<file path="config.mk">
export PLATFORM = sky130hd
export DESIGN_NAME = power_fail_monitor_sequencer
export DESIGN_NICKNAME = d
export VERILOG_FILES = /design/src/logic/power_fail_monitor_sequencer.v /design/src/logic/ring_tick_gen.v
export VERILOG_INCLUDE_DIRS = /design/src /design/src/logic
export SDC_FILE = /design/constraint.sdc
export NUM_CORES = 1
export LEC_CHECK = 0
export BUFFER_PORTS_ARGS = -buffer_cell sky130_fd_sc_hd__buf_4
export CAP_MARGIN = 0
export CORE_MARGIN = 4
export CORE_UTILIZATION = 25
export DETAILED_ROUTE_END_ITERATION = 10
export SLEW_MARGIN = 20
export SYNTH_ARGS = -nofsm -noshare
export SYNTH_HDL_FRONTEND = slang
export SYNTH_SLANG_ARGS = --single-unit
export TNS_END_PERCENT = 5
</file>
<file path="constraint.sdc">
create_clock -name clk -period 2.7 [get_ports clk]
set_input_delay 0.27 -clock clk [delete_from_list [all_inputs] [get_ports clk]]
set_output_delay 0.27 -clock clk [all_outputs]
set_load 0.01 [all_outputs]
</file>
<file path="src/logic/power_fail_regs.vh">
// constants of the power-fail monitor sequencer and its register map
`ifndef POWER_FAIL_REGS_VH
`define POWER_FAIL_REGS_VH

// ****************************************
// register offsets
// ****************************************
`define ADDR_CTRL 4'h0
`define ADDR_STATUS 4'h4
`define ADDR_INT_STATUS 4'h8
`define ADDR_INT_MASK 4'hc

// ****************************************
// field positions
// ****************************************
`define CTRL_STOP_MON_OFF 0
`define CTRL_POLL_LO 1
`define CTRL_POLL_HI 2
`define STAT_WARN_FLAG 0
`define STAT_PF_BOOT 1
`define STAT_STOP 2
`define STAT_STATE_LO 4
`define INT_WARN 0
`define INT_PF_RESET 1
`define INT_STOP_EXIT 2

// ****************************************
// reset values and boot addresses
// ****************************************
`define CTRL_RESET 3'h1
`define MASK_RESET 3'h0
`define UTIL_ROM_ADDR 16'h8000
`define APP_START_ADDR 16'h0000

// ****************************************
// timing
// ****************************************
`define CLK_HZ 10000000
`define XTAL_WARM_CYCLES 8192
`define PFW_QUAL_CYCLES 64
`define DETECT_RING_CYCLES 2'h2
`define OTHER_RELEASE_LIMIT 20
`define OTHER_RELEASE_CYCLES 3'h4
`define POLL_2E11 14'h0800
`define POLL_2E12 14'h1000
`define POLL_2E13 14'h2000

`endif

</file>
<file path="src/logic/power_fail_monitor_sequencer.v">
// power-fail monitor sequencer: supply states, stop mode, registers
//
// The implementer's own choices: the address map and the plain strobed port.
`timescale 1ns/1ps
`include "power_fail_regs.vh"
module power_fail_monitor_sequencer #(
   parameter XTAL_WARM_CYCLES = `XTAL_WARM_CYCLES,
   parameter PFW_QUAL_CYCLES = `PFW_QUAL_CYCLES
) (
   input wire clk,
   input wire rst,
   input wire ringOscIn,
   input wire poweronOk,
   input wire resetThreshOk,
   input wire warningThreshOk,
   input wire extReset_n,
   input wire wdtReset,
   input wire stopReq,
   input wire wakeIrq,
   input wire [3:0] addr,
   input wire [15:0] wdata,
   input wire wr,
   input wire rd,
   output reg [15:0] rdata,
   output reg monitorOn,
   output reg regulatorOn,
   output reg xtalOn,
   output reg sramRetain,
   output reg cpuReset,
   output reg stopActive,
   output reg [15:0] bootAddr,
   output reg irq
);
   // ****************************************
   // states
   // ****************************************
   localparam [8:0] S_OFF = 9'h001;
   localparam [8:0] S_WARM = 9'h002;
   localparam [8:0] S_RUN = 9'h004;
   localparam [8:0] S_HOLD = 9'h008;
   localparam [8:0] S_STOP = 9'h010;
   localparam [8:0] S_WAKE = 9'h020;
   localparam [8:0] S_POLL = 9'h040;
   localparam [8:0] S_DETECT = 9'h080;
   localparam [8:0] S_CONFIRM = 9'h100;

   // ****************************************
   // input synchronisers
   // ****************************************
   wire [3:0] asyncIn;
   reg [3:0] syncMeta;
   reg [3:0] syncOut;
   wire porOk;
   wire rstOk;
   wire warnOk;
   wire extRstReq;
   wire ringTick;

   // pin reset inverted first, so every stage idles low after reset
   assign asyncIn = {~extReset_n, warningThreshOk, resetThreshOk, poweronOk};

   genvar gi;
   generate
      for (gi = 0; gi < 4; gi = gi + 1) begin : gSync
         always @(posedge clk) begin
            if (rst) begin
               syncMeta[gi] <= 1'b0;
               syncOut[gi] <= 1'b0;
            end else begin
               syncMeta[gi] <= asyncIn[gi];
               syncOut[gi] <= syncMeta[gi];
            end
         end
      end
   endgenerate

   assign porOk = syncOut[0];
   assign rstOk = syncOut[1];
   assign warnOk = syncOut[2];
   assign extRstReq = syncOut[3];

   ring_tick_gen uTick (
      .clk(clk),
      .rst(rst),
      .ringOscIn(ringOscIn),
      .ringTick(ringTick)
   );

   // ****************************************
   // functions
   // ****************************************
   // polling interval in ring ticks; zero means continuous
   function [13:0] pollLimit;
      input [1:0] sel;
      begin
         case (sel)
            2'h1: pollLimit = `POLL_2E11;
            2'h2: pollLimit = `POLL_2E12;
            2'h3: pollLimit = `POLL_2E13;
            default: pollLimit = 14'h0000;
         endcase
      end
   endfunction

   function isMonitored;
      input [8:0] st;
      input stopOff;
      begin
         isMonitored = (st == S_RUN) || (st == S_WARM) || (st == S_HOLD)
            || (st == S_WAKE) || (st == S_DETECT) || (st == S_CONFIRM)
            || ((st == S_STOP) && !stopOff);
      end
   endfunction

   // ****************************************
   // registers
   // ****************************************
   reg stopMonitorOff;
   reg [1:0] pollSel;
   reg supplyWarnFlag;
   reg [2:0] intStatus;
   reg [2:0] intMask;
   reg pfBoot;

   reg [8:0] state;
   reg [8:0] next_state;
   reg [13:0] warmCnt;
   reg [13:0] pollCnt;
   reg [1:0] ringCnt;
   reg [2:0] relCnt;
   reg [13:0] qualCnt;
   reg stillGood;

   wire otherReset;
   wire warmDone;
   wire warnQualified;
   wire [2:0] events;
   wire monNow;
   wire warnNow;
   wire pfFail;
   wire stopExit;
   wire enterWarm;
   wire [13:0] pollEnd;

   assign otherReset = extRstReq | wdtReset;
   assign warmDone = (warmCnt == XTAL_WARM_CYCLES[13:0] - 14'h0001);
   assign monNow = isMonitored(state, stopMonitorOff);
   assign warnNow = monNow && rstOk && !warnOk;
   assign warnQualified = warnNow && (qualCnt == PFW_QUAL_CYCLES[13:0] - 14'h0001);
   assign pollEnd = pollLimit(pollSel);

   // ****************************************
   // next state
   // ****************************************
   always @* begin
      next_state = state;
      case (state)
         S_OFF: begin
            if (porOk)
               next_state = S_WARM;
         end
         S_WARM: begin
            if (warmDone && rstOk)
               next_state = S_RUN;
         end
         S_RUN: begin
            if (!rstOk)
               next_state = S_POLL;
            else if (otherReset)
               next_state = S_HOLD;
            else if (stopReq)
               next_state = S_STOP;
         end
         S_HOLD: begin
            if (!otherReset && relCnt == `OTHER_RELEASE_CYCLES - 3'h1)
               next_state = S_RUN;
         end
         S_STOP: begin
            if (!stopMonitorOff) begin
               if (!rstOk)
                  next_state = S_POLL;
               else if (warnQualified)
                  next_state = S_WAKE;
            end else if (wakeIrq) begin
               next_state = S_WAKE;
            end
         end
         S_WAKE: begin
            if (!rstOk)
               next_state = S_POLL;
            else if (warmDone)
               next_state = S_RUN;
         end
         S_POLL: begin
            if (pollEnd == 14'h0000 || (ringTick && pollCnt == pollEnd - 14'h0001))
               next_state = S_DETECT;
         end
         S_DETECT: begin
            if (ringTick && ringCnt == `DETECT_RING_CYCLES - 2'h1)
               next_state = (stillGood && rstOk) ? S_CONFIRM : S_POLL;
         end
         S_CONFIRM: begin
            if (!rstOk)
               next_state = S_POLL;
            else if (ringTick)
               next_state = S_WARM;
         end
         default: next_state = S_OFF;
      endcase
      if (!porOk)
         next_state = S_OFF;
   end

   assign pfFail = (next_state == S_POLL) && (state != S_POLL) && (state != S_DETECT)
      && (state != S_CONFIRM);
   assign stopExit = (state == S_WAKE) && (next_state == S_RUN);
   assign enterWarm = (next_state == S_WARM || next_state == S_WAKE) && (next_state != state);
   assign events = {stopExit, pfFail, warnQualified};

   // ****************************************
   // sequencer
   // ****************************************
   always @(posedge clk) begin
      if (rst) begin
         state <= S_OFF;
         warmCnt <= 14'h0000;
         pollCnt <= 14'h0000;
         ringCnt <= 2'h0;
         relCnt <= 3'h0;
         qualCnt <= 14'h0000;
         stillGood <= 1'b0;
         pfBoot <= 1'b0;
      end else begin
         state <= next_state;
         // warmup counter restarts on every entry to a warmup
         if (enterWarm || !(state == S_WARM || state == S_WAKE))
            warmCnt <= 14'h0000;
         else if (!warmDone)
            warmCnt <= warmCnt + 14'h0001;
         if (state != S_POLL)
            pollCnt <= 14'h0000;
         else if (ringTick)
            pollCnt <= pollCnt + 14'h0001;
         if (state != S_DETECT) begin
            ringCnt <= 2'h0;
            stillGood <= 1'b1;
         end else begin
            if (ringTick)
               ringCnt <= ringCnt + 2'h1;
            if (!rstOk)
               stillGood <= 1'b0;
         end
         if (state != S_HOLD || otherReset)
            relCnt <= 3'h0;
         else
            relCnt <= relCnt + 3'h1;
         // qualification needs an unbroken warning level
         if (!warnNow || warnQualified)
            qualCnt <= 14'h0000;
         else
            qualCnt <= qualCnt + 14'h0001;
         if (pfFail)
            pfBoot <= 1'b1;
         else if (next_state == S_HOLD || next_state == S_OFF)
            pfBoot <= 1'b0;
      end
   end

   // ****************************************
   // power and reset outputs
   // ****************************************
   always @(posedge clk) begin
      if (rst) begin
         monitorOn <= 1'b0;
         regulatorOn <= 1'b0;
         xtalOn <= 1'b0;
         sramRetain <= 1'b0;
         cpuReset <= 1'b1;
         stopActive <= 1'b0;
         bootAddr <= `APP_START_ADDR;
      end else begin
         monitorOn <= isMonitored(next_state, stopMonitorOff);
         regulatorOn <= (next_state == S_WARM) || (next_state == S_RUN)
            || (next_state == S_HOLD) || (next_state == S_WAKE);
         xtalOn <= (next_state == S_WARM) || (next_state == S_RUN)
            || (next_state == S_HOLD) || (next_state == S_WAKE);
         sramRetain <= (next_state == S_STOP) || (next_state == S_POLL)
            || (next_state == S_DETECT) || (next_state == S_CONFIRM);
         cpuReset <= (next_state != S_RUN) && (next_state != S_STOP)
            && (next_state != S_WAKE);
         stopActive <= (next_state == S_STOP) || (next_state == S_WAKE);
         if (pfFail)
            bootAddr <= `UTIL_ROM_ADDR;
         else if (next_state == S_OFF || next_state == S_HOLD)
            bootAddr <= `APP_START_ADDR;
      end
   end

   // ****************************************
   // register bus and interrupt
   // ****************************************
   // set wins over a read-clear in the same cycle
   always @(posedge clk) begin
      if (rst) begin
         // whole control word at once, so the constant keeps its width
         {pollSel, stopMonitorOff} <= `CTRL_RESET;
         intMask <= `MASK_RESET;
         intStatus <= 3'h0;
         supplyWarnFlag <= 1'b0;
         rdata <= 16'h0000;
         irq <= 1'b0;
      end else begin
         if (wr && addr == `ADDR_CTRL) begin
            stopMonitorOff <= wdata[`CTRL_STOP_MON_OFF];
            pollSel <= wdata[`CTRL_POLL_HI:`CTRL_POLL_LO];
         end
         if (wr && addr == `ADDR_INT_MASK)
            intMask <= wdata[2:0];
         if (warnQualified || (stopExit && warnNow))
            supplyWarnFlag <= 1'b1;
         else if (wr && addr == `ADDR_STATUS && wdata[`STAT_WARN_FLAG])
            supplyWarnFlag <= 1'b0;
         if (rd && addr == `ADDR_INT_STATUS)
            intStatus <= events;
         else
            intStatus <= intStatus | events;
         rdata <= 16'h0000;
         if (rd) begin
            case (addr)
               `ADDR_CTRL: rdata <= {13'h0000, pollSel, stopMonitorOff};
               `ADDR_STATUS: rdata <= {3'h0, state, 1'b0, stopActive, pfBoot,
                  supplyWarnFlag};
               `ADDR_INT_STATUS: rdata <= {13'h0000, intStatus};
               `ADDR_INT_MASK: rdata <= {13'h0000, intMask};
               default: rdata <= 16'h0000;
            endcase
         end
         // follows the status word as it will stand, so an event during a
         // read-clear keeps the line high
         irq <= |(((rd && addr == `ADDR_INT_STATUS) ? events : (intStatus | events))
            & intMask);
      end
   end
endmodule // power_fail_monitor_sequencer

</file>
<file path="src/logic/ring_tick_gen.v">
// turns the free ring oscillator pin into one-cycle tick enables
`timescale 1ns/1ps
module ring_tick_gen (
   input wire clk,
   input wire rst,
   input wire ringOscIn,
   output reg ringTick
);
   // ****************************************
   // synchroniser and edge detect
   // ****************************************
   reg ringMeta;
   reg ringSync;
   reg ringLast;

   // first stage read only by the second
   always @(posedge clk) begin
      if (rst) begin
         ringMeta <= 1'b0;
         ringSync <= 1'b0;
         ringLast <= 1'b0;
         ringTick <= 1'b0;
      end else begin
         ringMeta <= ringOscIn;
         ringSync <= ringMeta;
         ringLast <= ringSync;
         ringTick <= ringSync & ~ringLast;
      end
   end
endmodule // ring_tick_gen

</file>
Yosys cells after proc, flatten, opt, wreduce, memory -nomap -nowiden
Cells that the tools add are included.
Widths: inputs -> output; s select.

operators by class
  equality and inequality tests = 38
  reductions and logical operators = 63
  bitwise gates (word level) = 7
  $add $sub $neg = 6
  muxes and demuxes = 29

operator list
  kind                   count
  $mux 9                 17
  $pmux 9 s9             1
  $pmux 13 s4            1
  $add 14x1->14 const B  3
  $pmux 14 s3            1
  $mux 16                2
  $logic_or 1x1->1       24
  $logic_and 1x1->1      23
  $eq 9x1->1 const B     2
  $eq 9x2->1 const B     2
  $eq 9x3->1 const B     2
  $eq 9x4->1 const B     2
  $eq 9x5->1 const B     2
  $eq 9x6->1 const B     2
  $eq 9x7->1 const B     2
  $eq 9x8->1 const B     2
  $eq 9x9->1 const B     2
  $eq 14x13->1 const B   1
  $eq 14x14->1           1
  $eq 14x6->1 const B    1
  $logic_not 14->1       1
  $sub 14x1->14 const B  1
  $reduce_or 2->1        6
  $ne 9x3->1 const B     1
  26 further kinds       41

storage, ports and cells
  output and inout bits = 39
  register bits after elaboration = 103
  input port bits = 32
  logic and storage cells = 176

Logic depth before layout (Yosys ltp)
Gate-level depths: netlist (run 1).

  depth after elaboration = 23
  mapped depth = 9

By module
A second synthesis (run 1) with hierarchy kept.

unflattened totals
  cells, all modules = 526
  area total of the unflattened synthesis = 4,561.9 µm²

modules (own cells, without submodules)
  module                        instances  cells each  area each (µm²)
  power_fail_monitor_sequencer  1          518         4,450.5
  ring_tick_gen                 1          8           111.4

Worst setup path before layout (run 1)
OpenSTA, ideal clock, no wires.

  path type = flip-flop to flip-flop
  from = register state[3]
  to = register supplyWarnFlag
  stages on the path, launching flop included = 9
  setup slack = 0.220 ns
  library setup time = 0.074 ns
  data required time = 2.626 ns
  data arrival time = 2.406 ns
  period minus slack after synthesis = 2.480 ns
  cells stage by stage = dfxtp_1 > or4_4 > buf_6 > or4b_4 > a211o_1 > nand3b_1 > nand4_1 > or3_1 > a31oi_1

on the way
  word-level cells in the longest chain between the ends = 20
  elaborated cells between the ends (all ways) = 42

RTL lines
  what                                                RTL line                                                                text
  from (decl)                                         power_fail_monitor_sequencer.v:125                                      reg [8:0] state;
  from (signal assigned)                              power_fail_monitor_sequencer.v:234                                      state <= next_state;
  $eq 9x3->1 / $eq 9x2->1 (equally long branches)     power_fail_monitor_sequencer.v:109, power_fail_monitor_sequencer.v:157
  $logic_or 1x1->1 (2 in series)                      power_fail_monitor_sequencer.v:109                                      isMonitored = (st == S_RUN) || (st == S_WARM) || (st == S_HOLD)
  $logic_or 1x1->1 (3 in series)                      power_fail_monitor_sequencer.v:110                                      || (st == S_WAKE) || (st == S_DETECT) || (st == S_CONFIRM)
  $logic_or 1x1->1                                    power_fail_monitor_sequencer.v:111                                      || ((st == S_STOP) && !stopOff);
  $logic_and 1x1->1 (2 in series)                     power_fail_monitor_sequencer.v:148                                      assign warnNow = monNow && rstOk && !warnOk;
  $logic_and 1x1->1                                   power_fail_monitor_sequencer.v:149                                      assign warnQualified = warnNow && (qualCnt == PFW_QUAL_CYCLES[13:0] - 14'h0001);
  $mux 9                                              power_fail_monitor_sequencer.v:182                                      else if (warnQualified)
  $mux 9                                              power_fail_monitor_sequencer.v:180                                      if (!rstOk)
  $mux 9                                              power_fail_monitor_sequencer.v:179                                      if (!stopMonitorOff) begin
  $pmux 9 s9                                          power_fail_monitor_sequencer.v:157                                      case (state)
  $mux 9                                              power_fail_monitor_sequencer.v:210                                      if (!porOk)
  $eq 9x3->1                                          power_fail_monitor_sequencer.v:216                                      assign stopExit = (state == S_WAKE) && (next_state == S_RUN);
  $logic_and 1x1->1                                   power_fail_monitor_sequencer.v:216
  $logic_and 1x1->1                                   power_fail_monitor_sequencer.v:319                                      if (warnQualified || (stopExit && warnNow))
  $logic_or 1x1->1 *                                  power_fail_monitor_sequencer.v:319
  $mux 1 / $reduce_bool 2->1 (equally long branches)  -
  to (signal assigned)                                power_fail_monitor_sequencer.v:309                                      supplyWarnFlag <= 1'b0;
  to (signal assigned)                                power_fail_monitor_sequencer.v:320                                      supplyWarnFlag <= 1'b1;
  to (signal assigned)                                power_fail_monitor_sequencer.v:322                                      supplyWarnFlag <= 1'b0;
  to (decl)                                           power_fail_monitor_sequencer.v:120                                      reg supplyWarnFlag;

Every way passes the cells marked *; elsewhere a longest branch is shown, timed or not.
A chain may end at the register's enable or synchronous reset.

Final worst setup path (run 1)
Same ends and word-level chain as after synthesis.

==> results_dict.tcl, run 1 <==
set metrics [dict create \
    outcome "completed" \
    ir_drop_uv 286 \
    crit_path_end_kind "register" \
    hold_violations 0 \
    critPathKind "reg -> reg" \
    dpl.hpwl_um 7090 \
    clk_path_buf_depth 2 \
    fin_crit_ps 2510 \
    h-tree-depth 3 \
    ys_ff_latch 98 \
    worstPathMaxFanout 4 \
    area_delta_synth_final_pct 18.1 \
    cts_resized 0 \
    async_flop_share_pct 0 \
    drive_gt1_share_pct 14.3 \
    gp_congestion 0.875 \
    final_nets 602 \
    ys.flop_type "dfxtp_1" \
    drc 0 \
    p_per_area_nw_per_um2 523 \
    grt_max_degree 41 \
    row_count 48 \
    grt_use_total_pct 9.62 \
    finalSetupTns_ps 0 \
    crit_arrival_ps 2780 \
    max_freq_mhz 398 \
    die_w_um 142 \
    rsz0062_at_grt "false" \
    vias_per_cell 4.55 \
    layout_commonest_cell "dfxtp_1" \
    p_switching_mw 0.628 \
    seqPwrFrac_pct 52.6 \
    syn_inst 519 \
    postRouteAntennaNets 0 \
    cap_violations 0 \
    setup_viol 0 \
    boundaryPins 71 \
    coreArea_sq_um 17500 \
    synth-edff-count 0 \
    fin_crit_sh_pct 92.9 \
    syn_area_per_cell_sq_um 8.69 \
    required_ps 2970 \
    finClkSkew_ps 9.54 \
    power_frac_comb_pct 3.7 \
    drt_pass1_iterations 4 \
    hold_buffers 0 \
    die_area_sq_um 20300 \
    fillers 1835 \
    grt_pass1_vias 3312 \
    cts_tree "done" \
    routed_wirelength_um 9680 \
    grt-ovfl-total 0 \
    yosys_warnings 0 \
    grt_pass1_wl_um 15800 \
    power_mw 2.79 \
    drtIter0Drc 256 \
    ys_types 55 \
    internal_power_mw 2.16 \
    netlist_area_sq_um 4510 \
    slew_headroom_pct 61.4 \
    slew_viol_final 0 \
    dr_total_vias 3607 \
    post_cts.repair.setup_buffers 0 \
    power.leakage_nw 1.92 \
    ys_seq_area_share_pct 43.5 \
    insertion_delay_ps 350 \
    io_buffers 38 \
    switching_share_pct 22.5 \
    final_cell_mix "98 x dfxtp_1, 76 x nor2_1, 57 x buf_4" \
    fp.dieH_um 142 \
    wl_per_cell_um 12.2 \
    root_buffer "clkbuf_16" \
    worst_pin_slew_ps 578 \
    n_antenna_cell 0 \
    hp-class "in -> reg" \
    clock-sinks 98 \
    clk_pin_slew_ps 70 \
    startpoint_type "register" \
    antenna_found_initial 0 \
    pwr-share-clk_pct 43.8 \
    start_util_pct 25.8 \
    cts-buffers-inserted 9 \
]
-- cell usage after synthesis (2+ instances only) --
cell type / n / area share [%]
and3_1: 8 / 1.1
nand3b_1: 4 / 0.67
and2_1: 11 / 1.5
nand3_1: 20 / 2.2
a41oi_1: 2 / 0.39
or2_2: 3 / 0.42
o2111ai_1: 2 / 0.39
buf_4: 21 / 3.5
nor3b_1: 5 / 0.83
or3b_2: 2 / 0.39
nor2b_1: 20 / 2.8
o211ai_1: 5 / 0.83
mux2i_1: 7 / 1.6
a21oi_1: 16 / 1.8
nand2b_1: 5 / 0.69
o21a_1: 2 / 0.33
nand4b_1: 3 / 0.58
nor2_1: 76 / 6.3
nand2_1: 24 / 2.0
a22o_1: 2 / 0.39
and4_1: 2 / 0.39
xor2_1: 21 / 4.1
dfxtp_1: 98 / 43
or4_1: 3 / 0.50
ha_1: 8 / 2.2
or3_1: 11 / 1.5
nand4_1: 14 / 1.9
xnor2_1: 17 / 3.3
o31ai_1: 2 / 0.33
a31oi_1: 5 / 0.69
nor4_1: 10 / 1.4
clkbuf_1: 21 / 1.7
o21ai_0: 14 / 1.6
a211o_1: 3 / 0.58
a22oi_1: 2 / 0.33
o32a_1: 2 / 0.44
nor4b_1: 2 / 0.39
inv_1: 14 / 1.2
nor3_1: 15 / 1.7
a222oi_1: 2 / 0.44
-- logic make-up (layout without fill, tap and decap cells) --
kind of cell | count (synthesis) | in the layout | synth area share (%)
xor+xnor | 38 | 38 | 7.38
fa+ha+maj | 8 | 8 | 2.22
compound gates | 68 | 68 | 10.0
simple gates | 241 | 241 | 28.1
flops | 98 | 98 | 43.5
other cells | 1 | 19 | 0.0831
buf+inv | 57 | 87 | 6.66
mux | 8 | 8 | 2.05
-- metal layers --
layer / global-route usage (%) / wire, um
met1: 13.1 / 4730
met2: 14.5 / 4320
met3: 2.39 / 453
met4: 4.15 / 180
met5: 0 / 0
-- registers in the layout, summed over array words and instances, names as in the netlist, 2 cells and up --
signal / flops
intMask: 3
intStatus: 3
pollCnt: 14
pollSel: 2
qualCnt: 14
rdata: 12
relCnt: 3
ringCnt: 2
state: 9
syncMeta: 4
warmCnt: 14
-- path summary, 6_finish.rpt --
kind / start / endpoint / slack [ps] / depth (start not counted)
max reg2reg: state[3] / supplyWarnFlag / 190 / 7
max: state[3] / supplyWarnFlag / 190 / 7
min: extReset_n / syncMeta[3] / 70 / 2
min reg2reg: uTick.ringLast / uTick.ringTick / 390 / 1
-- cell type report --
cell class,count,area (sq um),share of cell area [%]
Sequential cell,98,1960,36.8
Inverter,14,52.6,0.986
Clock inverter,6,48.8,0.916
Clock buffer,10,239,4.49
Tap cell,225,282,5.28
Multi-Input combinational cell,382,2320,43.5
Timing Repair Buffer,57,428,8.03
-- through the flow --
| step | std cells | util [%] | area [sq um] | setup WS (ps) | hold WS (ps) |
|---|---|---|---|---|---|
| finish | 792 | 30.5 | 5330 | 191 | 71.4 |
| global placement | 776 | 28.8 | 5040 | 219 | 371 |
| floorplan | 537 | - | 4580 | 220 | 337 |
| global route | 792 | 30.5 | 5330 | 76.7 | 70.3 |
| CTS | 792 | 30.5 | 5330 | 182 | 57.7 |
| detailed placement | 776 | 28.8 | 5040 | 210 | 375 |
-- worst max-delay path: stages (launching register included) --
cell      delay [ps]
dfxtp_1          310
or4_4            570
or4b_4           560
a211o_1          260
nand3b_1         110
nand4_1          130
or3_1            330
a31oi_1          170
-- power by group through the flow --
stage,registers (mW),clock network [mW],logic [mW]
6_report,1.47,1.22,0.102
5_1_grt,1.47,1.32,0.113
4_1_cts,1.46,1.27,0.101
3_5_place_dp,1.50,0,0.101
3_3_place_gp,1.50,0,0.102
2_1_floorplan,1.49,0,0.0824
No activity file was read; power rests on OpenSTA's default activity.
==> inputs of run 2 (changes only) <==
--- a/config.mk
+++ b/config.mk
@@ -6,6 +6,7 @@
 export SDC_FILE = /design/constraint.sdc
 export NUM_CORES = 1
 export LEC_CHECK = 0
+export ABC_AREA = 1
 export BUFFER_PORTS_ARGS = -buffer_cell sky130_fd_sc_hd__buf_4
 export CAP_MARGIN = 0
 export CORE_MARGIN = 4
==> results_dict.tcl, run 2 <==
set metrics [dict create \
    outcome "completed" \
    yosysMostFrequentCell "dfxtp_1" \
    grt_max_degree 35 \
    ir_drop_uv 276 \
    cpMaxStageDelayCell "dfxtp_1" \
    drt_pass1_iterations 5 \
    die_w_um 144 \
    power.leakage_nw 2.19 \
    p_per_area_nw_per_um2 524 \
    gp_congestion 0.851 \
    ys.flop_type "dfxtp_1" \
    antenna_found_initial 0 \
    cp_slowest_stage_delay_ps 400 \
    place_area_sq_um 5160 \
    max_freq_mhz 410 \
    wl_per_cell_um 11.8 \
    slew_headroom_pct 57.4 \
    syn_area_per_cell_sq_um 7.45 \
    netlist_area_sq_um 4650 \
    crit_buf_inv 2 \
    routed_wirelength_um 10700 \
    worstPathMaxFanout 14 \
    synth_top_cell_area_share_pct 42.2 \
    io_buffers 38 \
    area_delta_synth_final_pct 17.8 \
    h-tree-depth 3 \
    n_antenna_cell 0 \
    critPathKind "reg -> reg" \
    grt_pass1_vias 3676 \
    cap_violations 0 \
    hp-class "in -> reg" \
    final_cells 903 \
    root_buffer "clkbuf_16" \
    ff_latch_area_sq_um 1960 \
    ys_ff_latch 98 \
    hold_slack_ps 62.7 \
    clk_pin_slew_ps 60 \
    synth.area.top_cells "dfxtp_1 42%, nor2_1 7.8%, nand2_1 6.8%" \
    final_nets 709 \
    clk_path_buf_depth 2 \
    synth-edff-count 0 \
    fp.dieH_um 144 \
    coreArea_sq_um 18100 \
    fin_crit_sh_pct 90.3 \
    setup_viol 0 \
    ys_types 44 \
    multi_input_area_sq_um 2230 \
    start_util_pct 25.6 \
    drtIter0Drc 227 \
    die_area_sq_um 20800 \
    largestRegisters "pollCnt (14), qualCnt (14), warmCnt (14)" \
    dp_cells 887 \
    required_ps 2940 \
    syn_inst 624 \
    yosys_warnings 0 \
    dr_total_vias 3835 \
    dpl.hpwl_um 7910 \
    finClkSkew_ps 7.77 \
    synth.largest_area_cell "dfxtp_1" \
    slew_viol_final 0 \
    drc 0 \
    boundaryPins 71 \
    clock-sinks 98 \
    path_delay_family "simple AND/OR/NAND/NOR gates" \
    synthTopCellsByCount "98 x dfxtp_1, 97 x nor2_1, 84 x nand2_1, 82 x inv_1, 33 x nand3_1" \
    cts_tree "done" \
    postRouteAntennaNets 0 \
    fin_crit_ps 2440 \
    final_cell_mix "97 x nor2_1, 97 x dfxtp_1, 84 x nand2_1" \
    row_count 49 \
    hold_violations 0 \
    startpoint_type "register" \
    vias_per_cell 4.25 \
    worst_pin_slew_ps 634 \
    grt-ovfl-total 0 \
    fillers 1983 \
    stdcell_area_sq_um 5470 \
    async_flop_share_pct 0 \
    hold_buffers 0 \
    ys_seq_area_share_pct 42.2 \
    grt_pass1_wl_um 17700 \
    drive_gt1_share_pct 16.8 \
    crit_arrival_ps 2680 \
    cts-buffers-inserted 9 \
    insertion_delay_ps 350 \
    cp_cell_sequence "ha_4 > nand3_2 > nor2_4 > nand2_2 > nor2_1 > nand2_1 > nor2_2 > inv_2 > o21ai_1 > o211ai_1 > nand2_2 > xor2_1 > nor2_1 > nand4_1 > nand2_1 > nand2_2 > buf_12 > nor2_1" \
    grt_use_total_pct 10.7 \
    crit_path_end_kind "register" \
]
[run 2: cell type report]
class                           instances  share of cell area [%]
Clock buffer                           11                    4.25
Clock inverter                          5                    1.14
Inverter                               89                    6.19
Multi-Input combinational cell        425                    40.8
Sequential cell                        98                    35.9
Tap cell                              229                    5.23
Timing Repair Buffer                   46                    6.54
[run 2: report_power, final]
part / leakage [nW] / total, mW / internal (mW) / switching, mW
clock: 0.142 / 1.30 / 0.727 / 0.570
combinational: 1.26 / 0.107 / 0.0369 / 0.0704
sequential: 0.793 / 1.46 / 1.46 / 0.00746
[run 2: final timing paths]
kind	start	endpoint	slack, ps	cells past startpoint
worst min register to register	uTick.ringLast	uTick.ringTick	400	1
worst max-delay path	warmCnt[0]	warmCnt[1]	260	18
worst min-delay path	extReset_n	syncMeta[3]	60	2
worst max register to register	warmCnt[0]	warmCnt[1]	260	18
[run 2: metal layers]
metal  up-vias  share of wire, %  track usage (%)
li1       2046                 -                -
met3        12               5.4             2.51
met2        85                43             16.0
met4         0               1.9             4.76
met1      1692                50             14.7
met5         -                 0                0
[run 2: metrics by stage]
stage	setup TNS [ps]	utilization (%)	power, mW	setup slack [ps]
after floorplan	0	-	1.58	486
after CTS	0	30.1	2.92	204
after global routing	-51.4	30.2	2.98	-27.2
after global placement	0	28.4	1.60	263
final	0	30.2	2.87	261
after detailed placement	0	28.4	1.61	228
[run 2: cell families after synthesis]
logic type | share of synthesized area, %
compound gates | 8.54
xor+xnor | 4.71
fa+ha+maj | 2.15
buf+inv | 11.6
flops | 42.2
mux | 0.215
other cells | 0.0807
simple gates | 30.5
[run 2: timing repair]
action | CTS | global route
endpoints found under the setup margin | 0 | 15
resized for setup | 0 | 5
buffers inserted | 0 | 0
==> inputs of run 3 (changes only) <==
--- a/config.mk
+++ b/config.mk
@@ -6,12 +6,13 @@
 export SDC_FILE = /design/constraint.sdc
 export NUM_CORES = 1
 export LEC_CHECK = 0
-export ABC_AREA = 1
 export BUFFER_PORTS_ARGS = -buffer_cell sky130_fd_sc_hd__buf_4
 export CAP_MARGIN = 0
+export CORE_ASPECT_RATIO = 1.25
 export CORE_MARGIN = 4
 export CORE_UTILIZATION = 25
 export DETAILED_ROUTE_END_ITERATION = 10
+export PLACE_DENSITY = 0.44
 export SLEW_MARGIN = 20
 export SYNTH_ARGS = -nofsm -noshare
 export SYNTH_HDL_FRONTEND = slang
==> results_dict.tcl, run 3 (same netlist as run 1, synthesis figures left out) <==
set metrics [dict create \
    outcome "completed" \
    boundaryPins 71 \
    slew_viol_final 0 \
    whs_path_depth 2 \
    h-tree-depth 3 \
    switching_share_pct 20.8 \
    grt_use_total_pct 10.9 \
    worst_pin_slew_ps 544 \
    final_nets 604 \
    dpl.hpwl_um 7940 \
    hold_buffers 0 \
    required_ps 2980 \
    worstPathMaxFanout 4 \
    fin_crit_sh_pct 94.3 \
    worstHoldStart "extReset_n" \
    path_delay_family "simple AND/OR/NAND/NOR gates" \
    cpMaxStageDelayCell "or4b_4" \
    finClkSkew_ps 9.57 \
    setup_viol 0 \
    seqPwrFrac_pct 49.0 \
    dr_total_vias 3632 \
    start_util_pct 25.7 \
    rr_worst_depth 7 \
    wl_per_cell_um 13.4 \
    internal_power_mw 2.37 \
    hp-class "in -> reg" \
    p_switching_mw 0.623 \
    clk_path_buf_depth 2 \
    regToRegStartpoint "state[3]" \
    routed_wirelength_um 10600 \
    layout_commonest_cell "dfxtp_1" \
    area_delta_synth_final_pct 19.8 \
    root_buffer "clkbuf_16" \
    hold_violations 0 \
    fp.dieH_um 158 \
    insertion_delay_ps 350 \
    fin_util_pct 30.8 \
    drtIter0Drc 138 \
    drt_pass1_iterations 5 \
    fin_crit_ps 2550 \
    drive_gt1_share_pct 14.9 \
    drc 0 \
    grt_pass1_vias 3575 \
    postRouteAntennaNets 0 \
    hold_end "syncMeta[3]" \
    coreArea_sq_um 17600 \
    r2r_slack_ps 150 \
    crit_buf_inv 0 \
    clock-sinks 98 \
    cp_slowest_stage_delay_ps 580 \
    hold_slack_ps 63.1 \
    largestRegisters "pollCnt (14), qualCnt (14), warmCnt (14)" \
    finalSetupTns_ps 0 \
    crit_arrival_ps 2830 \
    critPathKind "reg -> reg" \
    gp_congestion 0.871 \
    io_buffers 38 \
    n_antenna_cell 0 \
    antenna_found_initial 0 \
    pwr-share-clk_pct 47.6 \
    die_area_sq_um 20300 \
    vias_per_cell 4.58 \
    row_count 54 \
    p_per_area_nw_per_um2 553 \
    power.leakage_nw 1.95 \
    final_cell_mix "98 x dfxtp_1, 76 x nor2_1, 59 x buf_4" \
    grt_max_degree 41 \
    crit_path_end_kind "register" \
    grt_pass1_wl_um 17700 \
    slew_headroom_pct 63.6 \
    rsz0062_at_grt "false" \
    cts_tree "done" \
    cts-buffers-inserted 9 \
    max_freq_mhz 393 \
    grt-ovfl-total 0 \
    cap_violations 0 \
    die_w_um 128 \
    cp_cell_sequence "or4_4 > or4b_4 > a211o_1 > nand3b_1 > nand4_1 > or3_1 > a31oi_1" \
    startpoint_type "register" \
    ir_drop_uv 279 \
    power_frac_comb_pct 3.4 \
    clk_pin_slew_ps 70 \
    rr_endpoint "supplyWarnFlag" \
]
-- run 3: layout make-up --
class / count / area, sq um
fillers: 1883 / 12200
multi-input cells: 382 / 2330
flip-flops and latches: 98 / 1960
repair buffers: 59 / 443
well taps: 224 / 280
clock buffers: 11 / 253
clock inverters: 5 / 85.1
inverters: 14 / 52.6
-- run 3: through the flow --
step	cells	area [sq um]	worst slack [ps]	total power, mW
2_1_floorplan	537	4580	220	1.58
3_3_place_gp	777	5050	84.3	1.60
3_5_place_dp	777	5050	56.2	1.60
4_1_cts	793	5390	10.9	3.05
5_1_grt	793	5410	20.4	3.13
6_report	793	5410	153	2.99
-- run 3: worst max path at each step --
| stage | startpoint | endpoint | slack (ps) | depth (start not counted) |
|---|---|---|---|---|
| floorplan | state[3] | supplyWarnFlag | 220 | 8 |
| global placement | qualCnt[6] | cpuReset | 80 | 8 |
| detailed placement | qualCnt[6] | cpuReset | 60 | 8 |
| CTS | qualCnt[6] | cpuReset | 10 | 8 |
| global route | state[3] | supplyWarnFlag | 20 | 7 |
| finish | state[3] | supplyWarnFlag | 150 | 7 |
-- run 3: power groups by stage --
stage	Clock (mW)	Sequential (mW)	Combinational [mW]
detailed placement	0	1.50	0.102
floorplan	0	1.49	0.0824
global route	1.55	1.47	0.115
CTS	1.48	1.46	0.103
global placement	0	1.50	0.102
finish	1.42	1.47	0.103
-- run 3: timing repair --
action,in CTS,in global routing
buffers inserted,0,0
resized for setup,0,2
endpoints found under the setup margin,0,3
-- run 3: metal layers --
| metal | GRT usage, % | part of all wire (%) | vias up |
|---|---|---|---|
| met5 | 0 | 0 | - |
| met4 | 3.39 | 1.3 | 0 |
| met3 | 3.10 | 5.0 | 9 |
| met2 | 18.5 | 49 | 78 |
| met1 | 13.3 | 45 | 1690 |
| li1 | - | - | 1855 |
